File: src/rtl/floppy_flow_defs.vh
// Register map, field positions, command table and reset values of the floppy phase and FIFO flow block.
`ifndef FLOPPY_FLOW_DEFS_VH
`define FLOPPY_FLOW_DEFS_VH
`define REG_STATUS 8'h00
`define REG_DATA 8'h04
`define REG_CTRL 8'h08
`define REG_LEVEL 8'h0C
`define ST_RQM 7
`define ST_DIO 6
`define ST_NDMA 5
`define ST_CB 4
`define CTRL_SRST 0
`define LVL_THR_LSB 8
`define LVL_FIFO_EN 12
`define LVL_DMA 13
`define OP_SPECIFY 5'h03
`define OP_SENSE 5'h08
`define OP_CONFIGURE 5'h13
`define OP_READ 5'h06
`define OP_WRITE 5'h05
`define LEN_SPECIFY 4'h3
`define LEN_SENSE 4'h1
`define LEN_CONFIGURE 4'h4
`define LEN_RW 4'h9
`define RES_SENSE 3'h2
`define RES_RW 3'h7
`define SPEC_NDMA_BIT 0
`define CFG_NOFIFO_BIT 5
`define IX_C 2
`define IX_H 3
`define IX_R 4
`define IX_N 5
`define IX_EOT 6
`define IX_CFG 2
`define FIFO_DEPTH 5'h10
`define SECTOR_LAST 10'h1FF
`define ST0_ABNORMAL 8'h40
`define ST0_INVALID 8'h80
`define RST_DMA 1'b1
`define RST_FIFO_EN 1'b0
`define RST_THR 4'h0
`define SYNC_IDLE 4'h7
`endif

File: src/rtl/floppy_ctrl_phase_fifo_flow.v
// Command, execution and result phase sequencing with FIFO flow control of a floppy controller core.
`timescale 1ns/10ps
`include "floppy_flow_defs.vh"

module floppy_ctrl_phase_fifo_flow (
  input wire clk_in,
  input wire rst_n_in,
  input wire psel_in,
  input wire penable_in,
  input wire pwrite_in,
  input wire [7:0] paddr_in,
  input wire [31:0] pwdata_in,
  output reg [31:0] prdata_out,
  output wire pready_out,
  output wire pslverr_out,
  input wire dma_acknowledge_n_in,
  input wire dma_rd_n_in,
  input wire dma_wr_n_in,
  input wire [7:0] dma_data_in,
  output reg [7:0] dma_data_out,
  input wire terminal_count_input_in,
  output wire dma_request_pin_out,
  output wire fdc_interrupt_pin_out,
  input wire disk_rd_valid_in,
  input wire [7:0] disk_rd_data_in,
  input wire disk_wr_req_in,
  output wire [7:0] disk_wr_data_out,
  output wire disk_wr_valid_out
);
  localparam [3:0] PH_CMD = 4'b0001;
  localparam [3:0] PH_PROC = 4'b0010;
  localparam [3:0] PH_EXEC = 4'b0100;
  localparam [3:0] PH_RES = 4'b1000;

  function [3:0] cmd_len;
    input [7:0] op;
    begin
      case (op[4:0])
        `OP_SPECIFY: cmd_len = `LEN_SPECIFY;
        `OP_SENSE: cmd_len = `LEN_SENSE;
        `OP_CONFIGURE: cmd_len = `LEN_CONFIGURE;
        `OP_READ: cmd_len = `LEN_RW;
        `OP_WRITE: cmd_len = `LEN_RW;
        default: cmd_len = 4'h0;
      endcase
    end
  endfunction

  reg [3:0] s1_q, s2_q, s3_q, pin_q, pin_d1_q;
  reg [3:0] ph_q, nb_q;
  reg [7:0] cmd_q [0:8];
  reg [7:0] res_q [0:6];
  reg [2:0] rn_q, ri_q;
  reg dma_q, fifo_en_q, inv_q, int_q, hreq_q, isrd_q, end_q, abn_q, ddone_q, secend_q;
  reg [3:0] thr_q;
  reg [7:0] sec_q;
  reg [9:0] bc_q;
  reg [17:0] hleft_q;
  reg [7:0] mem [0:15];
  reg [3:0] wp_q, rp_q;
  reg [4:0] cnt_q;
  reg dwv_q;
  reg [7:0] dwd_q;
  reg hreq_d;
  reg [8:0] nsec;
  integer i;

  wire [3:0] agree = ~(s2_q ^ s3_q);
  wire dack_act = ~pin_q[0];
  wire rd_edge = pin_d1_q[1] & ~pin_q[1];
  wire wr_edge = pin_d1_q[2] & ~pin_q[2];
  wire tc_ev = pin_q[3] & ~pin_d1_q[3] & dack_act;
  wire tc_off = ~pin_q[3] & pin_d1_q[3] & ~dack_act;
  wire is_exec = (ph_q == PH_EXEC);
  wire is_res = (ph_q == PH_RES);
  wire is_cmd = (ph_q == PH_CMD);
  wire [4:0] cap = fifo_en_q ? `FIFO_DEPTH : 5'h01;
  wire full = (cnt_q == cap);
  wire empty = (cnt_q == 5'h00);
  wire [4:0] rd_lvl = fifo_en_q ? (5'h0F - {1'b0, thr_q}) : 5'h01;
  wire [4:0] wr_thr = fifo_en_q ? ({1'b0, thr_q} + 5'h01) : 5'h00;
  wire acc = psel_in & penable_in;
  wire mapped = (paddr_in == `REG_STATUS) | (paddr_in == `REG_DATA) |
                (paddr_in == `REG_CTRL) | (paddr_in == `REG_LEVEL);
  wire hw_data = acc & pwrite_in & (paddr_in == `REG_DATA);
  wire hr_data = acc & ~pwrite_in & (paddr_in == `REG_DATA);
  wire srst = acc & pwrite_in & (paddr_in == `REG_CTRL) & pwdata_in[`CTRL_SRST];
  wire cpu_wr = hw_data & is_exec & ~dma_q & ~isrd_q & hreq_q;
  wire dma_wr = wr_edge & dack_act & is_exec & dma_q & ~isrd_q;
  wire host_push = (cpu_wr | dma_wr) & ~full & ~end_q & (hleft_q != 18'h00000);
  wire cpu_rd = hr_data & is_exec & ~dma_q & isrd_q & hreq_q;
  wire dma_rd = rd_edge & dack_act & is_exec & dma_q & isrd_q;
  wire host_pop = (cpu_rd | dma_rd) & ~empty;
  wire disk_try_rd = is_exec & isrd_q & disk_rd_valid_in & ~ddone_q;
  wire disk_push = disk_try_rd & ~full;
  wire overrun = disk_try_rd & full;
  wire disk_wr = is_exec & ~isrd_q & disk_wr_req_in & ~ddone_q;
  wire underrun = disk_wr & empty;
  wire disk_pop = disk_wr & ~empty;
  wire step = disk_push | disk_wr;
  wire end_now = end_q | tc_ev | underrun;
  wire push = host_push | disk_push;
  wire pop = host_pop | disk_pop;
  wire [7:0] push_data = disk_push ? disk_rd_data_in : (dma_wr ? dma_data_in : pwdata_in[7:0]);
  wire last_dma = dack_act & (isrd_q ? (ddone_q & (cnt_q == 5'h01)) : (hleft_q == 18'h00001));
  wire [7:0] status = {(is_cmd | is_res | (is_exec & ~dma_q & hreq_q)),
                       (is_res | (is_exec & isrd_q)), (is_exec & ~dma_q),
                       ~(is_cmd & (nb_q == 4'h0)), 4'h0};

  assign pready_out = 1'b1;
  assign pslverr_out = acc & ~mapped;
  assign dma_request_pin_out = is_exec & dma_q & hreq_q & ~last_dma;
  assign fdc_interrupt_pin_out = int_q;
  assign disk_wr_data_out = dwd_q;
  assign disk_wr_valid_out = dwv_q;

  // Pins settle through three flops; a level counts only once the last two agree.
  always @(posedge clk_in or negedge rst_n_in) begin
    if (!rst_n_in) begin
      s1_q <= `SYNC_IDLE;
      s2_q <= `SYNC_IDLE;
      s3_q <= `SYNC_IDLE;
      pin_q <= `SYNC_IDLE;
      pin_d1_q <= `SYNC_IDLE;
    end else begin
      s1_q <= {terminal_count_input_in, dma_wr_n_in, dma_rd_n_in, dma_acknowledge_n_in};
      s2_q <= s1_q;
      s3_q <= s2_q;
      pin_q <= (pin_q & ~agree) | (s3_q & agree);
      pin_d1_q <= pin_q;
    end
  end

  // Transfer request flow; the full check comes first so a threshold of 16 still releases.
  always @* begin
    hreq_d = hreq_q;
    if (!is_exec) begin
      hreq_d = 1'b0;
    end else if (isrd_q) begin
      if (empty) begin
        hreq_d = 1'b0;
      end else if ((cnt_q >= rd_lvl) | secend_q) begin
        hreq_d = 1'b1;
      end
    end else begin
      if (end_now | (hleft_q == 18'h00000) | full) begin
        hreq_d = 1'b0;
      end else if (cnt_q <= wr_thr) begin
        hreq_d = 1'b1;
      end
    end
  end

  always @(posedge clk_in or negedge rst_n_in) begin
    if (!rst_n_in) begin
      prdata_out <= 32'h00000000;
      dma_data_out <= 8'h00;
    end else begin
      dma_data_out <= mem[rp_q];
      if (psel_in & ~penable_in) begin
        case (paddr_in)
          `REG_STATUS: prdata_out <= {24'h000000, status};
          `REG_DATA: prdata_out <= {24'h000000, is_res ? res_q[ri_q] : mem[rp_q]};
          `REG_LEVEL: prdata_out <= {18'h00000, dma_q, fifo_en_q, thr_q, 3'h0, cnt_q};
          default: prdata_out <= 32'h00000000;
        endcase
      end
    end
  end

  // FIFO storage is left unreset; pointers and count define what is valid.
  always @(posedge clk_in) begin
    if (push) begin
      mem[wp_q] <= push_data;
    end
    if (ph_q == PH_PROC) begin
      if (cmd_q[0][4:0] == `OP_SENSE) begin
        res_q[0] <= inv_q ? `ST0_INVALID : 8'h00;
        res_q[1] <= 8'h00;
      end
    end
    if (hw_data & is_cmd & (nb_q < 4'h9)) begin
      cmd_q[nb_q] <= pwdata_in[7:0];
    end
    if (is_exec & ddone_q & empty) begin
      res_q[0] <= abn_q ? `ST0_ABNORMAL : 8'h00;
      res_q[1] <= 8'h00;
      res_q[2] <= 8'h00;
      res_q[3] <= cmd_q[`IX_C];
      res_q[4] <= cmd_q[`IX_H];
      res_q[5] <= sec_q;
      res_q[6] <= cmd_q[`IX_N];
    end
  end

  task clear_core;
    begin
      ph_q <= PH_CMD;
      nb_q <= 4'h0;
      rn_q <= 3'h0;
      ri_q <= 3'h0;
      fifo_en_q <= `RST_FIFO_EN;
      thr_q <= `RST_THR;
      inv_q <= 1'b0;
      int_q <= 1'b0;
      hreq_q <= 1'b0;
      isrd_q <= 1'b0;
      end_q <= 1'b0;
      abn_q <= 1'b0;
      ddone_q <= 1'b0;
      secend_q <= 1'b0;
      sec_q <= 8'h00;
      bc_q <= 10'h000;
      hleft_q <= 18'h00000;
      wp_q <= 4'h0;
      rp_q <= 4'h0;
      cnt_q <= 5'h00;
      dwv_q <= 1'b0;
      dwd_q <= 8'h00;
    end
  endtask

  always @(posedge clk_in or negedge rst_n_in) begin
    if (!rst_n_in) begin
      clear_core;
      dma_q <= `RST_DMA;
    end else if (srst) begin
      clear_core;
    end else begin
      hreq_q <= hreq_d;
      dwv_q <= disk_wr;
      if (push) begin
        wp_q <= (wp_q + 4'h1) & (cap[4] ? 4'hF : 4'h0);
      end
      if (pop) begin
        rp_q <= (rp_q + 4'h1) & (cap[4] ? 4'hF : 4'h0);
      end
      cnt_q <= cnt_q + {4'h0, push} - {4'h0, pop};
      if (disk_wr) begin
        dwd_q <= empty ? 8'h00 : mem[rp_q];
      end
      if (host_push) begin
        hleft_q <= hleft_q - 18'h00001;
      end
      case (ph_q)
        PH_CMD: begin
          if (hw_data) begin
            nb_q <= nb_q + 4'h1;
            ph_q <= PH_PROC;
          end
        end
        PH_PROC: begin
          if (cmd_len(cmd_q[0]) == 4'h0) begin
            inv_q <= 1'b1;
            int_q <= 1'b1;
            nb_q <= 4'h0;
            ph_q <= PH_CMD;
          end else if (nb_q != cmd_len(cmd_q[0])) begin
            ph_q <= PH_CMD;
          end else begin
            nb_q <= 4'h0;
            ri_q <= 3'h0;
            ph_q <= PH_CMD;
            case (cmd_q[0][4:0])
              `OP_SPECIFY: dma_q <= ~cmd_q[2][`SPEC_NDMA_BIT];
              `OP_CONFIGURE: begin
                fifo_en_q <= ~cmd_q[`IX_CFG][`CFG_NOFIFO_BIT];
                thr_q <= cmd_q[`IX_CFG][3:0];
              end
              `OP_SENSE: begin
                inv_q <= 1'b0;
                int_q <= 1'b0;
                rn_q <= `RES_SENSE;
                ph_q <= PH_RES;
              end
              default: begin
                isrd_q <= (cmd_q[0][4:0] == `OP_READ);
                hreq_q <= (cmd_q[0][4:0] != `OP_READ);
                int_q <= ~dma_q & (cmd_q[0][4:0] != `OP_READ);
                end_q <= 1'b0;
                abn_q <= 1'b0;
                ddone_q <= 1'b0;
                secend_q <= 1'b0;
                sec_q <= cmd_q[`IX_R];
                bc_q <= 10'h000;
                hleft_q <= {nsec, 9'h000};
                rn_q <= `RES_RW;
                ph_q <= PH_EXEC;
              end
            endcase
          end
        end
        PH_EXEC: begin
          if (end_now) begin
            end_q <= 1'b1;
          end
          if (overrun | underrun) begin
            abn_q <= 1'b1;
          end
          if (overrun) begin
            ddone_q <= 1'b1;
          end
          if (isrd_q & empty) begin
            secend_q <= 1'b0;
          end
          if (step) begin
            if (bc_q == `SECTOR_LAST) begin
              bc_q <= 10'h000;
              secend_q <= isrd_q;
              if (end_now | (sec_q == cmd_q[`IX_EOT])) begin
                ddone_q <= 1'b1;
              end else begin
                sec_q <= sec_q + 8'h01;
              end
            end else begin
              bc_q <= bc_q + 10'h001;
            end
          end
          if (~dma_q) begin
            if (hreq_d & ~hreq_q) begin
              int_q <= 1'b1;
            end else if (~hreq_d) begin
              int_q <= 1'b0;
            end
            if (~isrd_q & tc_off) begin
              int_q <= 1'b0;
            end
          end
          if (ddone_q & empty) begin
            int_q <= 1'b1;
            ph_q <= PH_RES;
          end
        end
        PH_RES: begin
          if (hr_data) begin
            int_q <= 1'b0;
            ri_q <= ri_q + 3'h1;
            if (ri_q == rn_q - 3'h1) begin
              ri_q <= 3'h0;
              ph_q <= PH_CMD;
            end
          end
        end
        default: ph_q <= PH_CMD;
      endcase
    end
  end

  // Sector count of a transfer; an end sector below the start is taken as a single sector.
  always @* begin
    nsec = 9'h001;
    if (cmd_q[`IX_EOT] >= cmd_q[`IX_R]) begin
      nsec = {1'b0, cmd_q[`IX_EOT]} - {1'b0, cmd_q[`IX_R]} + 9'h001;
    end
  end
endmodule

File: config.mk
export PLATFORM = sky130hd
export DESIGN_NAME = floppy_ctrl_phase_fifo_flow
export DESIGN_NICKNAME = d
export VERILOG_FILES = /design/src/rtl/floppy_ctrl_phase_fifo_flow.v
export VERILOG_INCLUDE_DIRS = /design/src /design/src/rtl
export SDC_FILE = /design/constraint.sdc
export NUM_CORES = 1
export LEC_CHECK = 0
export ABC_AREA = 1
export BUFFER_PORTS_ARGS = -buffer_cell sky130_fd_sc_hd__buf_2
export CAP_MARGIN = 10
export CORE_MARGIN = 2
export CORE_UTILIZATION = 49
export DETAILED_ROUTE_END_ITERATION = 10
export MAX_ROUTING_LAYER = met4
export PLACE_DENSITY = 0.67
export SYNTH_ARGS = -nofsm -noshare
export SYNTH_HDL_FRONTEND = slang
export SYNTH_SLANG_ARGS = --single-unit
File: constraint.sdc
create_clock -name clk_in -period 4.5 [get_ports clk_in]
set_clock_uncertainty 0.1 [all_clocks]
set_input_delay 1.35 -clock clk_in [delete_from_list [all_inputs] [get_ports clk_in]]
set_output_delay 1.35 -clock clk_in [all_outputs]
set_load 0.005 [all_outputs]
* Word-level counts from Yosys, hierarchy flattened
Memory sizes are Yosys's and may differ from the RTL's.
Index checks and enable logic that the tools add are counted.
** Operators by class
- $add $sub $neg :: 14
- Order comparisons :: 4
- Eq/ne operators :: 41
- Mux-type cells :: 146
- Bitwise gates (word level) :: 112
- Reductions and logical operators :: 33
** Operator list (number)
- 8-bit two-way mux :: 16
- 18-bit two-way mux :: 6
- 4-bit two-way mux :: 26
- 1-bit AND :: 62
- 1-bit two-way mux :: 62
- 10-bit two-way mux :: 6
- 14-bit one-hot mux with 3 select lines :: 1
- 4-bit one-hot mux with 4 select lines :: 2
- 3-bit two-way mux :: 9
- 3-bit by 1-bit != test with 1-bit output, second input constant :: 8
- 4-bit AND reduction :: 6
- 1-bit NOT :: 22
- 5-bit two-way mux :: 4
- 1-bit OR :: 20
- 10-bit one-hot mux with 2 select lines :: 1
- 5-bit AND reduction :: 4
- 18-bit by 1-bit equality test with 1-bit output, second input constant :: 1
- 18-bit zero test :: 1
- 18-bit nonzero test :: 1
- 18-bit by 1-bit subtractor with 18-bit output, second input constant :: 1
- 4-bit AND :: 4
- 8-bit by 4-bit equality test with 1-bit output, second input constant :: 2
- 4-bit one-hot mux with 2 select lines :: 2
- 8-bit one-hot mux with 2 select lines :: 1
- 57 further kinds :: 82
** Storage, ports and cells
- Bits in registers :: 146
- Bits in writable memories :: 256
- Bits of input ports :: 67
- Word-level logic and storage cells :: 383
- Memories :: 3
** Memory list
- mem :: depth 16, bits a word 8, rd ports 1, clocked after memory_dff 0, wr ports 1, line floppy_ctrl_phase_fifo_flow.v:59 : reg [7:0] mem [0:15];
- cmd_q :: depth 9, bits a word 8, rd ports 6, clocked after memory_dff 0, wr ports 1, line floppy_ctrl_phase_fifo_flow.v:51 : reg [7:0] cmd_q [0:8];
- res_q :: depth 7, bits a word 8, rd ports 1, clocked after memory_dff 0, wr ports 7, line floppy_ctrl_phase_fifo_flow.v:52 : reg [7:0] res_q [0:6];

* Logic depth before layout (Yosys ltp)
- Depth after elaboration :: 18
- Gate-level depth with buffers :: 22
- Gate-level depth less buffers :: 22

* Least setup slack after synthesis
Ideal clock, no wire load.
- Path type :: in2reg
- Start point :: in paddr_in[4]
- End point :: reg cnt_q[4]
- Setup time :: 0.132 ns
- Arrival time :: 3.594 ns
- Data required time :: 4.268 ns
- Path slack :: 0.675 ns
- Stages on the path :: 21
- Cell sequence :: inv_1 > nand2_1 > nor2_2 > nand2_2 > nor2_1 > nand2_1 > nand2_4 > nand2_2 > nand2_2 > inv_1 > ha_1 > inv_1 > ha_1 > inv_1 > fa_1 > inv_1 > nand2_1 > a21oi_1 > nor2_1 > xor2_1 > nor2_1
** Between the ends
- Longest elaborated chain between the ends :: 14
- Elaborated cells between the ends (all ways) :: 25
- Those cells by class :: add/sub: 2; eq/ne: 2; mux: 1; bitwise: 20
** RTL lines
- from (decl) :: line floppy_ctrl_phase_fifo_flow.v:11 : input wire [7:0] paddr_in,
- 8-bit by 3-bit equality test with 1-bit output
- 1-bit AND :: line floppy_ctrl_phase_fifo_flow.v:85 : wire hw_data = acc & pwrite_in & (paddr_in == `REG_DATA);
- 1-bit AND (4 in a row) :: line floppy_ctrl_phase_fifo_flow.v:88 : wire cpu_wr = hw_data & is_exec & ~dma_q & ~isrd_q & hreq_q;
- 1-bit OR :: line floppy_ctrl_phase_fifo_flow.v:90 : wire host_push = (cpu_wr | dma_wr) & ~full & ~end_q & (hleft_q != 18'h00000);
- 1-bit AND (3 in a row) :: line floppy_ctrl_phase_fifo_flow.v:90
- 1-bit OR :: line floppy_ctrl_phase_fifo_flow.v:102 : wire push = host_push | disk_push;
- 5-bit by 1-bit adder with 5-bit output :: line floppy_ctrl_phase_fifo_flow.v:238 : cnt_q <= cnt_q + {4'h0, push} - {4'h0, pop};
- 5-bit by 1-bit subtractor with 5-bit output :: line floppy_ctrl_phase_fifo_flow.v:238
- 5-bit two-way mux * :: line floppy_ctrl_phase_fifo_flow.v:227 : end else if (srst) begin
- to (signal assigned) :: line floppy_ctrl_phase_fifo_flow.v:238
- to (decl) :: line floppy_ctrl_phase_fifo_flow.v:61 : reg [4:0] cnt_q;
Every way passes the cells marked *; elsewhere a longest branch is shown, timed or not.
A chain may end at the register's enable or synchronous reset.

* Worst setup path in the final report
- Start point :: in paddr_in[4]
- End point :: out pslverr_out
** Between the ends
- Longest elaborated chain between the ends :: 6
- Elaborated cells between the ends (all ways) :: 9
- Those cells by class :: eq/ne: 3; bitwise: 5; reduce/logical: 1
** RTL lines
- 8-bit by 3-bit equality test with 1-bit output / 8-bit zero test (equally long branches)
- 1-bit OR (2 in a row) :: line floppy_ctrl_phase_fifo_flow.v:83 : wire mapped = (paddr_in == `REG_STATUS) | (paddr_in == `REG_DATA) |
- 1-bit OR * :: line floppy_ctrl_phase_fifo_flow.v:83
- 1-bit NOT * :: line floppy_ctrl_phase_fifo_flow.v:111 : assign pslverr_out = acc & ~mapped;
- 1-bit AND * :: line floppy_ctrl_phase_fifo_flow.v:111
- to (decl) :: line floppy_ctrl_phase_fifo_flow.v:15 : output wire pslverr_out,
Marked as above.

==> flow_summary.toml <==
[routing]
routed_wl_mm = 40.6
drt_pre_antenna_iters = 6
detail_route.wl_per_cell_um = 18.0
detail_route.vias_per_cell = 5.42
first_iter_violations = 1221
drcViolationCount = 0
ant_nets = 0
via_count = 12241

[sta]
setup_tns_ns = 0
tightestPinTransition_ns = 0.818
slew_violations = 0
hold_violations = 0
timing.final.crit_period_ns = 4.11
rsz0062_at_grt = "false"
setup_slack_ns = 0.392
slew_headroom_pct = 45.5
max_freq_mhz = 243
setup_viol_count_final = 0
period_share_pct = 91.3

[yosys]
synth_area_sq_mm = 0.0162
async_flop_share_pct = 37.8
ys_seq_area_share_pct = 57.9
synth_cell_type_count = 59
syn_avg_cell_area_sq_um = 9.73
synth_seq_cells = 333
synthCells = 1668
synth_flop_cell = "edfxtp_1"
yosys_warnings = 0
synth_edf_count = 207

[global_routing]
grtUsageMet3_pct = 3.40
gr-usage-all-layers_pct = 24.5
gr-max-usage-layer = "met2"
first_global_vias = 11434
grt_overflow = 0
grt.met1_usage_pct = 35.4
grtUsageMet2_pct = 36.5
grt_max_degree = 79
antenna_found_initial = 0
grt_pass1_wl_mm = 63.2

[floorplanning]
num_rows = 66
chipHeight_um = 186
initial_core_util_pct = 49.9
core_sq_mm = 0.0325
ios = 120
dieArea_sq_mm = 0.0346
die_w_um = 186

[setup_path]
critPathBufInv = 5
critPathMaxFanout = 4
cp.required_ns = 3.05
crit_slowest_cell = "nor2_2"
critPathTopFamily = "simple AND/OR/NAND/NOR gates"
critPathCaptureType = "primary output"
worst-endpoint-arrival_ns = 2.66
setup.worst_path.start_class = "input port"
crit_type = "in2out"
cp_cell_sequence = "buf_2 > inv_1 > nand2_1 > nor2_2 > buf_4 > inv_1 > nor4_1 > nor3_1 > nand2_1 > nor2_1 > buf_2"
rrSetupSlack_ns = 0.74
critPathMaxStageDelay_ns = 0.27

[clock_tree]
cts.sinks = 333
cts_buffers = 36
post_cts_resized = 0
clockBufferDepth = 3
clkTransAtPathRegs_ns = 0.05
clock-root-buffer = "clkbuf_16"
cts_tree = "built"
clock_latency_ns = 0.53
postCtsSetupBuffers = 0
h-tree-depth = 2
hold_buffers = 0

[place]
dpl.hpwl_mm = 28.7
io_buffers = 76
dp_slack_ns = 0.165
place_congestion = 0.926
place_inst = 2191

[power]
power.density_mw_per_mm2 = 428
ir_drop_mv = 0.277
power_leakage_nw = 8.07

[cells_and_area]
layout_common_cells = "nand2_1 (329), edfxtp_1 (207), nor2_1 (195)"
syn2layout_area_growth_pct = 13.6
layoutNonFillerInstCount = 2257
drive_above_1_share_pct = 14.0
nets = 1909
final_common_cell = "nand2_1"
diodes = 0

[outcome]
status = "complete, no violations"

[flow_run]
maxCapViolCount = 0

[min_path]
hp-class = "reg2reg"
[synthesized netlist by cell type (17+ instances only)]
cell / count / area share [%]
edfxtp_1: 207 / 38
nand2_1: 329 / 7.6
clkbuf_1: 28 / 0.65
a21oi_1: 56 / 1.7
xor2_1: 20 / 1.1
buf_4: 19 / 0.88
o21ai_0: 117 / 3.6
nor2_1: 196 / 4.5
inv_1: 174 / 4.0
nand4_1: 26 / 1.0
ha_1: 50 / 3.9
o211ai_1: 17 / 0.79
nand3_1: 98 / 3.0
dfrtp_1: 110 / 17
nor3_1: 26 / 0.80
[area by class of cell]
class                           instances  area [sq um]
Inverter                              185           697
Timing Repair Buffer                  127           782
Clock buffer                           49           980
Tap cell                              442           553
Sequential cell                       333          9390
Multi-Input combinational cell       1104          5860
Clock inverter                         17           166
Fill cell                            2808         14100
[layer usage]
metal | wire length [um] | vias up | part of all wire (%)
li1 | - | 5860 | -
met4 | 978 | 0 | 2.4
met1 | 18500 | 5816 | 45
met2 | 18000 | 482 | 44
met5 | 0 | - | 0
met3 | 3120 | 83 | 7.7
[registers in the layout, summed over array words and instances (netlist names), 2 cells and up, named ones only]
register	cells
mem	128
rp_q	4
bc_q	10
disk_wr_data_out	8
res_q	34
ph_q	4
sec_q	8
thr_q	4
prdata_out	14
cnt_q	5
wp_q	4
hleft_q	18
dma_data_out	8
s2_q	4
s1_q	4
rn_q	2
nb_q	4
ri_q	3
pin_d1_q	3
cmd_q	45
s3_q	4
[power by group]
| group | internal [mW] | switching [mW] | leakage (nW) |
|---|---|---|---|
| Clock | 1.66 | 1.20 | 0.560 |
| Sequential | 3.44 | 0.224 | 3.44 |
| Combinational | 0.457 | 0.905 | 4.07 |
| Total | 5.56 | 2.33 | 8.07 |
[stage by stage]
stage,util (%),area [sq um],total power [mW],hold slack (ns)
2_1_floorplan,-,16300,4.62,0.231
3_3_place_gp,53.1,17300,5.03,0.242
3_5_place_dp,53.1,17300,5.06,0.238
4_1_cts,56.6,18400,7.90,0.256
5_1_grt,56.6,18400,8.24,0.256
6_report,56.6,18400,7.88,0.253
[path summary, 6_finish.rpt]
path                                      from                    to  cells after the start
hold reg to reg              s1_q[3]$_DFF_PN0_     s2_q[3]$_DFF_PN0_                      0
min in group asynchronous             rst_n_in  sec_q[1]$_DFFE_PN0P_                      1
hold / removal               s1_q[3]$_DFF_PN0_     s2_q[3]$_DFF_PN0_                      0
setup / recovery                   paddr_in[4]           pslverr_out                     11
setup reg to reg           ph_q[1]$_DFFE_PN0P_    cnt_q[4]$_DFF_PN0_                     20
max in group asynchronous             rst_n_in     s3_q[2]$_DFF_PN1_                      2
[cell families after synthesis]
logic type,after synthesis,synth area share [%]
compound gates,273,9.85
xor+xnor,33,1.78
fa+ha+maj,59,4.72
buf+inv,248,6.42
flops,333,57.9
other cells,2,0.0463
simple gates,720,19.3
Power figures use the tool's default switching activity.
